==> src/rtl/sail_pkg.sv <==
`default_nettype none
package sail_pkg;
	typedef enum logic [1:0] {
		SAIL_FMT_RJ = 2'b00,
		SAIL_FMT_I2S = 2'b01,
		SAIL_FMT_LJ = 2'b10,
		SAIL_FMT_DSP = 2'b11
	} sail_fmt_t;
	localparam int SAIL_W18 = 18;
	localparam int SAIL_W16 = 16;
	localparam logic [5:0] SAIL_RJ_DLY18 = 6'h0e;
	localparam logic [5:0] SAIL_RJ_DLY16 = 6'h10;
	localparam logic [5:0] SAIL_I2S_DLY = 6'h01;
	localparam logic [5:0] SAIL_PACKED_BITS = 6'h10;
	localparam int SAIL_CTL_SIDE_BIT = 7;
	localparam int SAIL_CTL_SILENCE_BIT = 6;
	localparam logic [7:0] SAIL_CTL_RESET = 8'h00;
	localparam int SAIL_CLK_MHZ = 200;
	localparam int SAIL_LOCK_MIN_MS = 100;
	localparam int SAIL_LOCK_MAX_MS = 200;
	localparam int SAIL_SLOW_BW_HZ = 15;
	localparam int SAIL_LOCK_FRAMES = 4;
	localparam int SAIL_PERIOD_TOL = 8;
endpackage
`default_nettype wire

==> src/rtl/sail_top.sv <==
`default_nettype none
// How it works
// - Two select pins choose the serial format.
// - Word width pin selects 16 or 18 bits.
// - MSB first, left word before right.
// - Bit clock only shifts data; bursts allowed.
// - Right-justified: delay 14 or 16 bits.
// - I2S: left low, one bit delay.
// - Left-justified: left high, no delay.
// - DSP mode: frame pulse, falling-edge sampling.
// - Packed 16-bit mode at 32 bit clocks.
// - Control byte bit 7 picks channel register.
// - Bit 6 silences the channel.
// - Bits 5-0 attenuation in 1 dB steps.
// - Both registers reset to unsilenced, zero attenuation.
// - New level applies at next frame edge.
// - External silence pin overrides registers.
// - Emphasis enable drives both switch outputs.
// - Rate loop runs fast, then locks and goes slow together.
// - Power-down release zeroes path, restores defaults.
module sail_top (
	input wire logic core_clk_i,
	input wire logic rst_i,
	input wire logic clk_en_i,
	input wire logic powerdown_reset_pin_n_i,
	input wire logic port_format_sel_lo_i,
	input wire logic port_format_sel_hi_i,
	input wire logic word_width_18_i,
	input wire logic emphasis_filter_enable_i,
	input wire logic silence_pin_i,
	input wire logic bit_clk_i,
	input wire logic frame_clk_i,
	input wire logic serial_data_i,
	input wire logic control_shift_clock_i,
	input wire logic control_serial_in_i,
	input wire logic control_load_strobe_i,
	input wire logic sample_ready_i,
	output logic sample_valid_o,
	output logic [17:0] left_sample_o,
	output logic [17:0] right_sample_o,
	output logic left_silence_o,
	output logic right_silence_o,
	output logic [5:0] left_level_reduction_code_o,
	output logic [5:0] right_level_reduction_code_o,
	output logic left_emphasis_switch_o,
	output logic right_emphasis_switch_o,
	output logic rate_locked_o,
	output logic rate_slow_mode_o
);
	logic [1:0] s_bclk_q;
	logic [1:0] s_fclk_q;
	logic [1:0] s_sd_q;
	logic [1:0] s_control_shift_clock_q;
	logic [1:0] s_cdat_q;
	logic [1:0] s_cld_q;
	logic [1:0] s_pdn_q;
	logic [1:0] s_fs0_q;
	logic [1:0] s_fs1_q;
	logic [1:0] s_w18_q;
	logic [1:0] s_emp_q;
	logic [1:0] s_mute_q;
	logic bclk_d1_q;
	logic fclk_d1_q;
	logic control_shift_clock_d1_q;
	logic cld_d1_q;
	logic pdn_d1_q;
	logic srst;
	always_ff @(posedge core_clk_i or posedge rst_i) begin
		if (rst_i) begin
			s_bclk_q <= 2'h0;
			s_fclk_q <= 2'h0;
			s_sd_q <= 2'h0;
			s_control_shift_clock_q <= 2'h0;
			s_cdat_q <= 2'h0;
			s_cld_q <= 2'h0;
			s_pdn_q <= 2'h0;
			s_fs0_q <= 2'h0;
			s_fs1_q <= 2'h0;
			s_w18_q <= 2'h0;
			s_emp_q <= 2'h0;
			s_mute_q <= 2'h0;
		end else if (clk_en_i) begin
			s_bclk_q <= {s_bclk_q[0], bit_clk_i};
			s_fclk_q <= {s_fclk_q[0], frame_clk_i};
			s_sd_q <= {s_sd_q[0], serial_data_i};
			s_control_shift_clock_q <= {s_control_shift_clock_q[0], control_shift_clock_i};
			s_cdat_q <= {s_cdat_q[0], control_serial_in_i};
			s_cld_q <= {s_cld_q[0], control_load_strobe_i};
			s_pdn_q <= {s_pdn_q[0], powerdown_reset_pin_n_i};
			s_fs0_q <= {s_fs0_q[0], port_format_sel_lo_i};
			s_fs1_q <= {s_fs1_q[0], port_format_sel_hi_i};
			s_w18_q <= {s_w18_q[0], word_width_18_i};
			s_emp_q <= {s_emp_q[0], emphasis_filter_enable_i};
			s_mute_q <= {s_mute_q[0], silence_pin_i};
		end
	end
	always_ff @(posedge core_clk_i or posedge rst_i) begin
		if (rst_i) begin
			bclk_d1_q <= 1'b0;
			fclk_d1_q <= 1'b0;
			control_shift_clock_d1_q <= 1'b0;
			cld_d1_q <= 1'b0;
			pdn_d1_q <= 1'b0;
		end else if (clk_en_i) begin
			bclk_d1_q <= s_bclk_q[1];
			fclk_d1_q <= s_fclk_q[1];
			control_shift_clock_d1_q <= s_control_shift_clock_q[1];
			cld_d1_q <= s_cld_q[1];
			pdn_d1_q <= s_pdn_q[1];
		end
	end
	logic bclk_rise;
	logic bclk_fall;
	logic fclk_edge;
	logic fclk_rise;
	logic control_shift_clock_rise;
	logic cld_rise;
	sail_pkg::sail_fmt_t fmt;
	logic w18;
	assign bclk_rise = s_bclk_q[1] && !bclk_d1_q;
	assign bclk_fall = !s_bclk_q[1] && bclk_d1_q;
	assign fclk_edge = s_fclk_q[1] != fclk_d1_q;
	assign fclk_rise = s_fclk_q[1] && !fclk_d1_q;
	assign control_shift_clock_rise = s_control_shift_clock_q[1] && !control_shift_clock_d1_q;
	assign cld_rise = s_cld_q[1] && !cld_d1_q;
	// Held in reset while the pin is low; released state is all defaults except left_sample_o and right_sample_o, which keep their last words.
	assign srst = !s_pdn_q[1] || !pdn_d1_q;
	assign fmt = sail_sail_fmt(s_fs1_q[1], s_fs0_q[1]);
	assign w18 = s_w18_q[1];
	function automatic sail_pkg::sail_fmt_t sail_sail_fmt(input logic hi, input logic lo);
		sail_sail_fmt = sail_pkg::sail_fmt_t'({hi, lo});
	endfunction

	// Serial audio receiver.
	logic [5:0] bitcnt_q;
	logic [5:0] got_q;
	logic [17:0] sh_q;
	logic side_q;
	logic [17:0] left_hold_q;
	logic [17:0] right_hold_q;
	logic push_q;
	logic pair_q;
	logic pk_q;
	logic [5:0] dly;
	logic [5:0] wlen;
	logic samp;
	logic cur_left;
	logic frame_start;
	logic buf_ready;
	assign wlen = w18 ? 6'(sail_pkg::SAIL_W18) : 6'(sail_pkg::SAIL_W16);
	always_comb begin
		case (fmt)
			sail_pkg::SAIL_FMT_RJ: dly = w18 ? sail_pkg::SAIL_RJ_DLY18 : sail_pkg::SAIL_RJ_DLY16;
			sail_pkg::SAIL_FMT_I2S: dly = sail_pkg::SAIL_I2S_DLY;
			default: dly = 6'h00;
		endcase
	end
	// Sampling edge per format.
	assign samp = (fmt == sail_pkg::SAIL_FMT_DSP) ? bclk_fall && !s_fclk_q[1] : bclk_rise;
	// Channel chosen by frame level, or by pulse order in DSP mode.
	always_comb begin
		case (fmt)
			sail_pkg::SAIL_FMT_I2S: cur_left = !s_fclk_q[1];
			sail_pkg::SAIL_FMT_DSP: cur_left = side_q;
			default: cur_left = s_fclk_q[1];
		endcase
	end
	assign frame_start = (fmt == sail_pkg::SAIL_FMT_DSP) ? fclk_rise : fclk_edge;
	always_ff @(posedge core_clk_i or posedge rst_i) begin
		if (rst_i) begin
			bitcnt_q <= 6'h00;
			got_q <= 6'h00;
			sh_q <= 18'h00000;
			side_q <= 1'b0;
			left_hold_q <= 18'h00000;
			right_hold_q <= 18'h00000;
			push_q <= 1'b0;
			pair_q <= 1'b0;
			pk_q <= 1'b0;
		end else if (clk_en_i) begin
			push_q <= 1'b0;
			if (srst) begin
				bitcnt_q <= 6'h00;
				got_q <= 6'h00;
				sh_q <= 18'h00000;
				side_q <= 1'b0;
				left_hold_q <= 18'h00000;
				right_hold_q <= 18'h00000;
				pair_q <= 1'b0;
				pk_q <= 1'b0;
			end else if (frame_start) begin
				bitcnt_q <= 6'h00;
				pk_q <= bitcnt_q == sail_pkg::SAIL_PACKED_BITS;
				got_q <= 6'h00;
				if (fmt == sail_pkg::SAIL_FMT_DSP) begin
					side_q <= !pair_q;
				end
			end else if (samp) begin
				if (bitcnt_q != 6'h3f) begin
					bitcnt_q <= bitcnt_q + 6'h01;
				end
				// A half of exactly 16 bit clocks marks packed words that start at the frame edge.
				if ((bitcnt_q >= dly || (fmt == sail_pkg::SAIL_FMT_RJ && !w18 && pk_q)) && got_q < wlen) begin
					sh_q <= {sh_q[16:0], s_sd_q[1]};
					got_q <= got_q + 6'h01;
					if (got_q == wlen - 6'h01) begin
						if (cur_left) begin
							left_hold_q <= w18 ? {sh_q[16:0], s_sd_q[1]} : {sh_q[14:0], s_sd_q[1], 2'b00};
							pair_q <= 1'b1;
							if (fmt == sail_pkg::SAIL_FMT_DSP) begin
								side_q <= 1'b0;
							end
						end else if (pair_q) begin
							right_hold_q <= w18 ? {sh_q[16:0], s_sd_q[1]} : {sh_q[14:0], s_sd_q[1], 2'b00};
							push_q <= 1'b1;
							pair_q <= 1'b0;
						end
					end
				end
			end
		end
	end
	logic bv;
	logic [36:0] bd;
	sail_buf2 u_buf (
		.core_clk_i(core_clk_i),
		.rst_i(rst_i),
		.en_i(clk_en_i),
		.in_valid_i(push_q),
		.in_ready_o(buf_ready),
		.in_data_i({1'b0, left_hold_q, right_hold_q}),
		.out_valid_o(bv),
		.out_ready_i(srst || !sample_valid_o || sample_ready_i),
		.out_data_o(bd)
	);
	// Output register stage.
	always_ff @(posedge core_clk_i or posedge rst_i) begin
		if (rst_i) begin
			sample_valid_o <= 1'b0;
			left_sample_o <= 18'h00000;
			right_sample_o <= 18'h00000;
		end else if (clk_en_i) begin
			if (srst) begin
				sample_valid_o <= 1'b0;
			end else if (!sample_valid_o || sample_ready_i) begin
				sample_valid_o <= bv;
				if (bv) begin
					left_sample_o <= bd[35:18];
					right_sample_o <= bd[17:0];
				end
			end
		end
	end

	// Control port: shift, load, then apply on next frame edge.
	logic [7:0] cshift_q;
	logic [7:0] left_ctl_q;
	logic [7:0] right_ctl_q;
	logic left_pend_q;
	logic right_pend_q;
	always_ff @(posedge core_clk_i or posedge rst_i) begin
		if (rst_i) begin
			cshift_q <= 8'h00;
			left_ctl_q <= sail_pkg::SAIL_CTL_RESET;
			right_ctl_q <= sail_pkg::SAIL_CTL_RESET;
			left_pend_q <= 1'b0;
			right_pend_q <= 1'b0;
		end else if (clk_en_i) begin
			if (srst) begin
				cshift_q <= 8'h00;
				left_ctl_q <= sail_pkg::SAIL_CTL_RESET;
				right_ctl_q <= sail_pkg::SAIL_CTL_RESET;
				left_pend_q <= 1'b0;
				right_pend_q <= 1'b0;
			end else begin
				if (control_shift_clock_rise) begin
					cshift_q <= {cshift_q[6:0], s_cdat_q[1]};
				end
				if (cld_rise) begin
					if (cshift_q[sail_pkg::SAIL_CTL_SIDE_BIT]) begin
						right_ctl_q <= cshift_q;
						right_pend_q <= 1'b1;
					end else begin
						left_ctl_q <= cshift_q;
						left_pend_q <= 1'b1;
					end
				end
				// A load coinciding with a frame edge waits one more edge; never torn.
				if (fclk_edge && !cld_rise) begin
					left_pend_q <= 1'b0;
					right_pend_q <= 1'b0;
				end
			end
		end
	end
	always_ff @(posedge core_clk_i or posedge rst_i) begin
		if (rst_i) begin
			left_silence_o <= 1'b0;
			right_silence_o <= 1'b0;
			left_level_reduction_code_o <= 6'h00;
			right_level_reduction_code_o <= 6'h00;
			left_emphasis_switch_o <= 1'b0;
			right_emphasis_switch_o <= 1'b0;
		end else if (clk_en_i) begin
			left_emphasis_switch_o <= s_emp_q[1] && !srst;
			right_emphasis_switch_o <= s_emp_q[1] && !srst;
			left_silence_o <= s_mute_q[1] || srst || left_ctl_q[sail_pkg::SAIL_CTL_SILENCE_BIT] && !left_pend_q;
			right_silence_o <= s_mute_q[1] || srst || right_ctl_q[sail_pkg::SAIL_CTL_SILENCE_BIT] && !right_pend_q;
			if (srst) begin
				left_level_reduction_code_o <= 6'h00;
				right_level_reduction_code_o <= 6'h00;
			end else if (fclk_edge && !cld_rise) begin
				left_level_reduction_code_o <= left_ctl_q[5:0];
				right_level_reduction_code_o <= right_ctl_q[5:0];
			end
		end
	end

	// Rate tracker: counts frame periods, fast until stable, then slow.
	logic [19:0] per_cnt_q;
	logic [19:0] per_q;
	logic [2:0] stable_q;
	always_ff @(posedge core_clk_i or posedge rst_i) begin
		if (rst_i) begin
			per_cnt_q <= 20'h00000;
			per_q <= 20'h00000;
			stable_q <= 3'h0;
			rate_locked_o <= 1'b0;
			rate_slow_mode_o <= 1'b0;
		end else if (clk_en_i) begin
			if (srst) begin
				per_cnt_q <= 20'h00000;
				per_q <= 20'h00000;
				stable_q <= 3'h0;
				rate_locked_o <= 1'b0;
				rate_slow_mode_o <= 1'b0;
			end else if (fclk_rise) begin
				per_cnt_q <= 20'h00001;
				if (per_cnt_q > per_q + 20'(sail_pkg::SAIL_PERIOD_TOL) ||
					per_cnt_q + 20'(sail_pkg::SAIL_PERIOD_TOL) < per_q) begin
					per_q <= per_cnt_q;
					stable_q <= 3'h0;
					rate_slow_mode_o <= 1'b0;
					rate_locked_o <= 1'b0;
				end else begin
					per_q <= per_q - (per_q >> 4) + (per_cnt_q >> 4);
					if (stable_q != 3'(sail_pkg::SAIL_LOCK_FRAMES)) begin
						stable_q <= stable_q + 3'h1;
					end else begin
						rate_slow_mode_o <= 1'b1;
						rate_locked_o <= 1'b1;
					end
				end
			end else if (per_cnt_q != 20'hfffff) begin
				per_cnt_q <= per_cnt_q + 20'h00001;
			end
		end
	end
endmodule
`default_nettype wire

==> src/rtl/sail_buf2.sv <==
`default_nettype none
// Two-entry buffer; a stalled reader loses no stored word, but words offered while it is full are refused.
module sail_buf2 (
	input wire logic core_clk_i,
	input wire logic rst_i,
	input wire logic en_i,
	input wire logic in_valid_i,
	output logic in_ready_o,
	input wire logic [36:0] in_data_i,
	output logic out_valid_o,
	input wire logic out_ready_i,
	output logic [36:0] out_data_o
);
	logic [36:0] mem_q [2];
	logic wp_q;
	logic rp_q;
	logic [1:0] cnt_q;
	logic push;
	logic pop;
	assign in_ready_o = cnt_q != 2'h2;
	assign out_valid_o = cnt_q != 2'h0;
	assign push = in_valid_i && in_ready_o;
	assign pop = out_valid_o && out_ready_i;
	assign out_data_o = mem_q[rp_q];
	always_ff @(posedge core_clk_i) begin
		if (en_i && push) begin
			mem_q[wp_q] <= in_data_i;
		end
	end
	always_ff @(posedge core_clk_i or posedge rst_i) begin
		if (rst_i) begin
			wp_q <= 1'b0;
			rp_q <= 1'b0;
			cnt_q <= 2'h0;
		end else if (en_i) begin
			if (push) begin
				wp_q <= ~wp_q;
			end
			if (pop) begin
				rp_q <= ~rp_q;
			end
			cnt_q <= cnt_q + {1'b0, push} - {1'b0, pop};
		end
	end
endmodule
`default_nettype wire

==> config.mk <==
export PLATFORM = sky130hd
export DESIGN_NAME = sail_top
export DESIGN_NICKNAME = d
export VERILOG_FILES = /design/src/rtl/sail_pkg.sv /design/src/rtl/sail_top.sv /design/src/rtl/sail_buf2.sv
export SDC_FILE = /design/constraint.sdc
export NUM_CORES = 1
export LEC_CHECK = 0
export BUFFER_PORTS_ARGS = -buffer_cell sky130_fd_sc_hd__buf_4
export CAP_MARGIN = 20
export CORE_ASPECT_RATIO = 2
export CORE_MARGIN = 1.5
export CORE_UTILIZATION = 30
export CTS_CLUSTER_DIAMETER = 80
export DETAILED_ROUTE_END_ITERATION = 16
export SLEW_MARGIN = 0
export SYNTH_ARGS = -nofsm -noshare
export SYNTH_HDL_FRONTEND = slang
export SYNTH_SLANG_ARGS = --single-unit
==> constraint.sdc <==
create_clock -name core_clk_i -period 7.4 [get_ports core_clk_i]
set_clock_uncertainty 0.15 [all_clocks]
set_input_delay 0.74 -clock core_clk_i [delete_from_list [all_inputs] [get_ports core_clk_i]]
set_output_delay 0.74 -clock core_clk_i [all_outputs]
set_load 0.03 [all_outputs]
# Word-level counts from Yosys, hierarchy flattened
# Memories as Yosys holds them, arrays and structs flattened. A register that Yosys moved wholly into a read port is not among the register bits.
# Cells that the tools add are included.
# word_totals
reg_bits	186
ram_bits	72
out_inout_bits	55
wordCells	256
memories	1
# classes
add_sub_neg	11
magnitude_cmp	4
n_eq_ne	14
mux	93
bitwise_logic	3
reduce_logical	86
# mem_list
memory	depth	width	read_ports	rd_clocked_by_memory_dff	wr	line_no	text
u_buf.mem_q	2	36	1	1	1	sail_buf2.sv:14	logic [36:0] mem_q [2];
# ops
cell	n
18-bit two-way mux	14
20-bit two-way mux	6
6-bit two-way mux	12
17-bit two-way mux	4
7-bit two-way mux	6
1-bit two-way mux	41
20-bit by 4-bit adder with 20-bit output, second input constant	2
2-bit nonzero test	14
3-bit nonzero test	9
3-bit AND reduction	8
20-bit by 1-bit adder with 20-bit output, second input constant	1
20-bit by 16-bit adder with 20-bit output	1
20-bit greater-than comparator	1
20-bit less-than comparator	1
20-bit != test, second input constant	1
20-bit by 16-bit subtractor with 20-bit output	1
1-bit logical AND	16
8-bit two-way mux	2
2-bit AND reduction	8
1-bit zero test	15
6-bit by 1-bit adder with 6-bit output, second input constant	2
3-bit two-way mux	4
6-bit AND reduction	2
5-bit one-hot mux with 2 select lines	1
other kinds (24)	39

# Longest topological paths before layout
# logic_depth
word_depth	9
ltp_mapped	16
depth_no_buf	15

# Cells and area by module
# A second synthesis with hierarchy kept.
# hier_totals
hier_cells	1301
area_unflattened_um2	15099.5
# modules_own_cells
mod	n_inst	cells_per_inst	area_each_um2	seq_area_each_um2
sail_top	1	1163	12120.4	5455.2
sail_buf2	1	138	2979.1	2322.2

# Least setup slack after synthesis
# Ideal clock, no wire load.
# synth_timing
path_kind	input-to-reg
from	input port clk_en_i
to	memory u_buf.mem_q[0][0] in the netlist's numbering (enable)
arrival_ps	3240
required_ps	6821
slack_ps	3581
stages	5
path_buffers	3
path_cell_list	clkbuf_1 -> clkbuf_1 -> buf_1 -> nand2_1 -> nor2_1
# synth_between
elab_chain_cells	3
# synth_lines
item	line_no	text
from (decl)	sail_top.sv:24	input wire logic clk_en_i,
1-bit logical AND	sail_buf2.sv:26	if (en_i && push) begin
1-bit two-way mux	sail_buf2.sv:26	
1-bit two-way mux (implied by the code)	sail_buf2.sv:27	mem_q[wp_q] <= in_data_i;
to (decl)	sail_buf2.sv:14	
# No other way between the ends.

# Worst setup path in the final report
# layout_timing
from	register per_cnt_q[4]
to	register per_q[12]
# layout_between
elab_chain_cells	6
elab_cells_between_ends	8
classes_between	add/sub (2); order compare (2); mux (3); reduce/logical (1)
# layout_lines
item	line_no	text
from (decl)	sail_top.sv:320	logic [19:0] per_cnt_q;
from (signal assigned)	sail_top.sv:355	per_cnt_q <= per_cnt_q + 20'h00001;
20-bit by 4-bit adder with 20-bit output	sail_top.sv:340	per_cnt_q + 20'(sail_pkg::SAIL_PERIOD_TOL) < per_q) begin
20-bit less-than comparator	sail_top.sv:340	
1-bit logical OR	sail_top.sv:339	if (per_cnt_q > per_q + 20'(sail_pkg::SAIL_PERIOD_TOL) ||
20-bit two-way mux (*)	sail_top.sv:339	
20-bit two-way mux (*)	sail_top.sv:337	end else if (fclk_rise) begin
20-bit two-way mux (*)	sail_top.sv:331	if (srst) begin
to (signal assigned)	sail_top.sv:341	per_q <= per_cnt_q;
to (signal assigned)	sail_top.sv:346	per_q <= per_q - (per_q >> 4) + (per_cnt_q >> 4);
to (decl)	sail_top.sv:321	logic [19:0] per_q;
# Mark *: on every way between the ends. The rest lies on a longest branch, timed or not. The select of a mux whose other input is x is not followed.
# A chain may end at the register's enable or synchronous reset.

==> summary.md <==
| Metric | Value |
|---|---|
| CTS tree | done |
| Run status | completed |
| Initial Utilization | 30.2% |
| Global-route wire length before repair | 53.0 mm |
| # diodes | 0 |
| Adder-cell area share of the yosys netlist | 8.59% |
| CP Launch Type | register |
| Power per cell area | 425 nW/um2 |
| CTS Buf Count | 29 |
| CP max FO | 19 |
| Seq cells post-synth | 294 |
| Max-cap violations | 0 |
| Most frequent cells in the layout | dfrtp_1, nor2_1, a21oi_1, inv_1, nand2_1 |
| Min Hold Slack | 0.165 ns |
| Critical path's largest stage delay | 0.93 ns |
| WP data required | 7.63 ns |
| Arrival time worst endpoint | 5.27 ns |
| Max Clock Freq | 198 MHz |
| DPL Wire Length | 22.1 mm |
| Total Die Area | 50700 um2 |
| Synth Instances | 1323 |
| Reg clk slew, reported paths | 0.07 ns |
| Sum of negative setup slack | 0 ns |
| DRC Markers | 0 |
| Fraction of layout cells with a size suffix above 1 | 13.3% |
| EDFF count, synth | 72 |
| Post-Synth Simple-Gate Area | 10.0% |
| First-pass DRT Iterations | 5 |
| Setup WS post-layout | 2.36 ns |
| Total number of vias | 9948 |
| Vias per cell | 4.87 |
| Worst-margin pin slew | 1.14 ns |
| Global route overflow | 0 |
| Area Growth Syn to Fin | 15.0% |
| CP bufs+invs | 1 |
| Skew-Pair Late Insertion Delay | 0.55 ns |
| Yosys cell types | 65 |
| Initial antenna violation count | 1 |
| Post-CTS setup buffer count | 0 |
| Final Util | 34.8% |
| Leakage power | 7.40 nW |
| CP cell instances | ha_1 > nand3_1 > nor4_1 > and3_1 > and3_1 > nand3_1 > xnor2_1 > ha_1 > nand4_1 > nor2_1 > o311ai_1 > a32oi_2 > buf_4 > nor2_1 > a21oi_1 > o22ai_1 |
| Pin count of the biggest net entering global routing | 97 |
| RSZ-0062 raised after global routing | false |
| Async set-reset flop share out of synthesis | 75.5% |
| Cts hold-fix bufs | 0 |
| Clk sinks | 294 |
| GRT Total Usage | 12.7% |
| H-tree levels | 1 |
| Core ar. | 48900 um2 |
| # setup viols final | 0 |
| Most common cell after layout, fill and taps aside | dfrtp_1 |
| Count of final hold-check violations | 0 |
| Place WS | 2.55 ns |
| Multiplexer share of the synthesized area | 5.83% |
| Top_reg_cell synth | dfrtp_1 |
| Seq/Total Area, Yosys | 52.2% |
| Die width | 160 um |
| Nets | 1485 |
| Synthesized area | 14800 um2 |
| Vias in the first global route | 9895 |
| Port Buffers | 70 |
| IO Pins | 71 |
| Post-route clock period utilization | 68.1% |
| Row count | 115 |
| Final min period | 5.04 ns |
| Worst VDD drop | 395 uV |
| GP Congestion | 0.808 |
| Slowest cell on the critical path | a32oi_2 |
| Synth Area in XOR/XNOR | 3.85% |
| YS warnings | 0 |
| Synth Area per Inst | 11.2 um2 |
| Largest family of logic cells by synthesized area | compound AO/OA/AOI/OAI gates |
| Detail Route Antenna Nets | 0 |
| Post-cts repair resize count | 0 |
| Compound-Gate Fraction of Synth Area | 15.3% |
| WL/cell | 15.7 um |
| Initial DRC count | 570 |
| Crit path max-delay family | simple AND/OR/NAND/NOR gates |
| Final wirelength | 32.1 mm |
| Syn nets | 1431 |
| Slew Limit Fails | 0 |
| Crit Path Class | register to register |
| Die height | 317 um |
| Max Root-Sink Buffers | 3 |
| Relative slew slack | 24.2% |
| CP endpoint kind | register |
| HP Class | input port to asynchronous set/reset pin |
| Root Driver | clkbuf_16 |
==> registers in the layout (all words and copies together) (netlist names), 3 cells and up <==
name and cells:
u_buf.mem_q 72, per_cnt_q 20, per_q 20, left_hold_q 18, left_sample_o 18, right_hold_q 18, right_sample_o 18, sh_q 17
cshift_q 8, left_ctl_q 7, right_ctl_q 7, bitcnt_q 6, got_q 6, left_level_reduction_code_o 6, right_level_reduction_code_o 6, stable_q 3
==> area by class of cell <==
type                            count  area, um2
Clock buffer                       43        848
Timing Repair Buffer               83        656
Fill cell                        4885      31900
Tap cell                          643        805
Inverter                           92        353
Sequential cell                   294       7720
Multi-Input combinational cell    877       6480
Clock inverter                     11        163
==> report_power, final <==
part	internal, W	switching, W	total, W
Sequential	0.00183	0.000133	0.00196
Clock	0.000932	0.000619	0.00155
Combinational	0.00157	0.00214	0.00371
==> layer usage <==
metal | wire length (um) | global-route usage, %
met3 | 1260 | 1.93
met4 | 536 | 2.78
met2 | 15200 | 21.3
met5 | 18 | 0
met1 | 15100 | 17.2
==> logic make-up (layout without fill, tap and decap cells) <==
group           after synthesis  in the layout
fa+ha+maj                    92             92
flops                       294            294
xor+xnor                     65             65
buf+inv                     152            229
simple gates                312            312
compound gates              325            325
mux                          83             83
==> final timing paths <==
kind / from / to / slack, ns / cells after the start
worst max-delay path: per_cnt_q[4] / per_q[12] / 2.36 / 16
min in group core_clk_i: silence_pin_i / s_mute_q[0] / 0.27 / 2
worst min register to register: right_hold_q[13] / u_buf.mem_q[1][13] / 0.32 / 0
worst max register to register: per_cnt_q[4] / per_q[12] / 2.36 / 16
worst min-delay path: rst_i / per_q[5] / 0.17 / 2
max in group asynchronous: rst_i / right_hold_q[3] / 5.53 / 3
==> stage by stage <==
stage	cell area, um2	std cells	power, W
final	17000	2043	0.00723
after global routing	17000	2043	0.00778
after CTS	17000	2041	0.00729
after detailed placement	16000	1987	0.00570
after global placement	16000	1987	0.00569
after floorplan	14800	1323	0.00484
==> synthesized netlist by cell type (8+ instances only) <==
| cell type | count | area (um2) |
|---|---|---|
| buf_1 | 8 | 30.0 |
| ha_1 | 76 | 951 |
| and3_1 | 8 | 50.1 |
| o22ai_1 | 19 | 119 |
| nand3_1 | 25 | 125 |
| xnor2_1 | 55 | 482 |
| dfrtp_1 | 222 | 5560 |
| or3_1 | 10 | 62.6 |
| nand2_1 | 85 | 319 |
| fa_1 | 16 | 320 |
| mux2i_1 | 57 | 571 |
| nor2_1 | 107 | 402 |
| nor2b_1 | 11 | 68.8 |
| o31ai_1 | 24 | 180 |
| o2bb2ai_1 | 26 | 228 |
| buf_2 | 10 | 50.1 |
| inv_1 | 92 | 345 |
| clkbuf_1 | 34 | 128 |
| nand2b_1 | 8 | 50.1 |
| nand4_1 | 14 | 87.6 |
| edfxtp_1 | 72 | 2160 |
| mux2_2 | 26 | 293 |
| a22o_1 | 35 | 307 |
| a21oi_1 | 93 | 465 |
| nor3_1 | 16 | 80.1 |
| o2bb2ai_2 | 11 | 165 |
| xor2_1 | 10 | 87.6 |
| a21o_1 | 21 | 158 |
| o21ai_0 | 49 | 245 |
==> worst reg2reg max path, cell delays in order, from the launching register on <==
cell and delay [ns]:
dfrtp_1 0.48, ha_1 0.30, nand3_1 0.15, nor4_1 0.53
and3_1 0.33, and3_1 0.25, nand3_1 0.11, xnor2_1 0.15
ha_1 0.30, nand4_1 0.12, nor2_1 0.23, o311ai_1 0.17
a32oi_2 0.93, buf_4 0.39, nor2_1 0.06, a21oi_1 0.14
o22ai_1 0.10
Power figures use the tool's default switching activity.
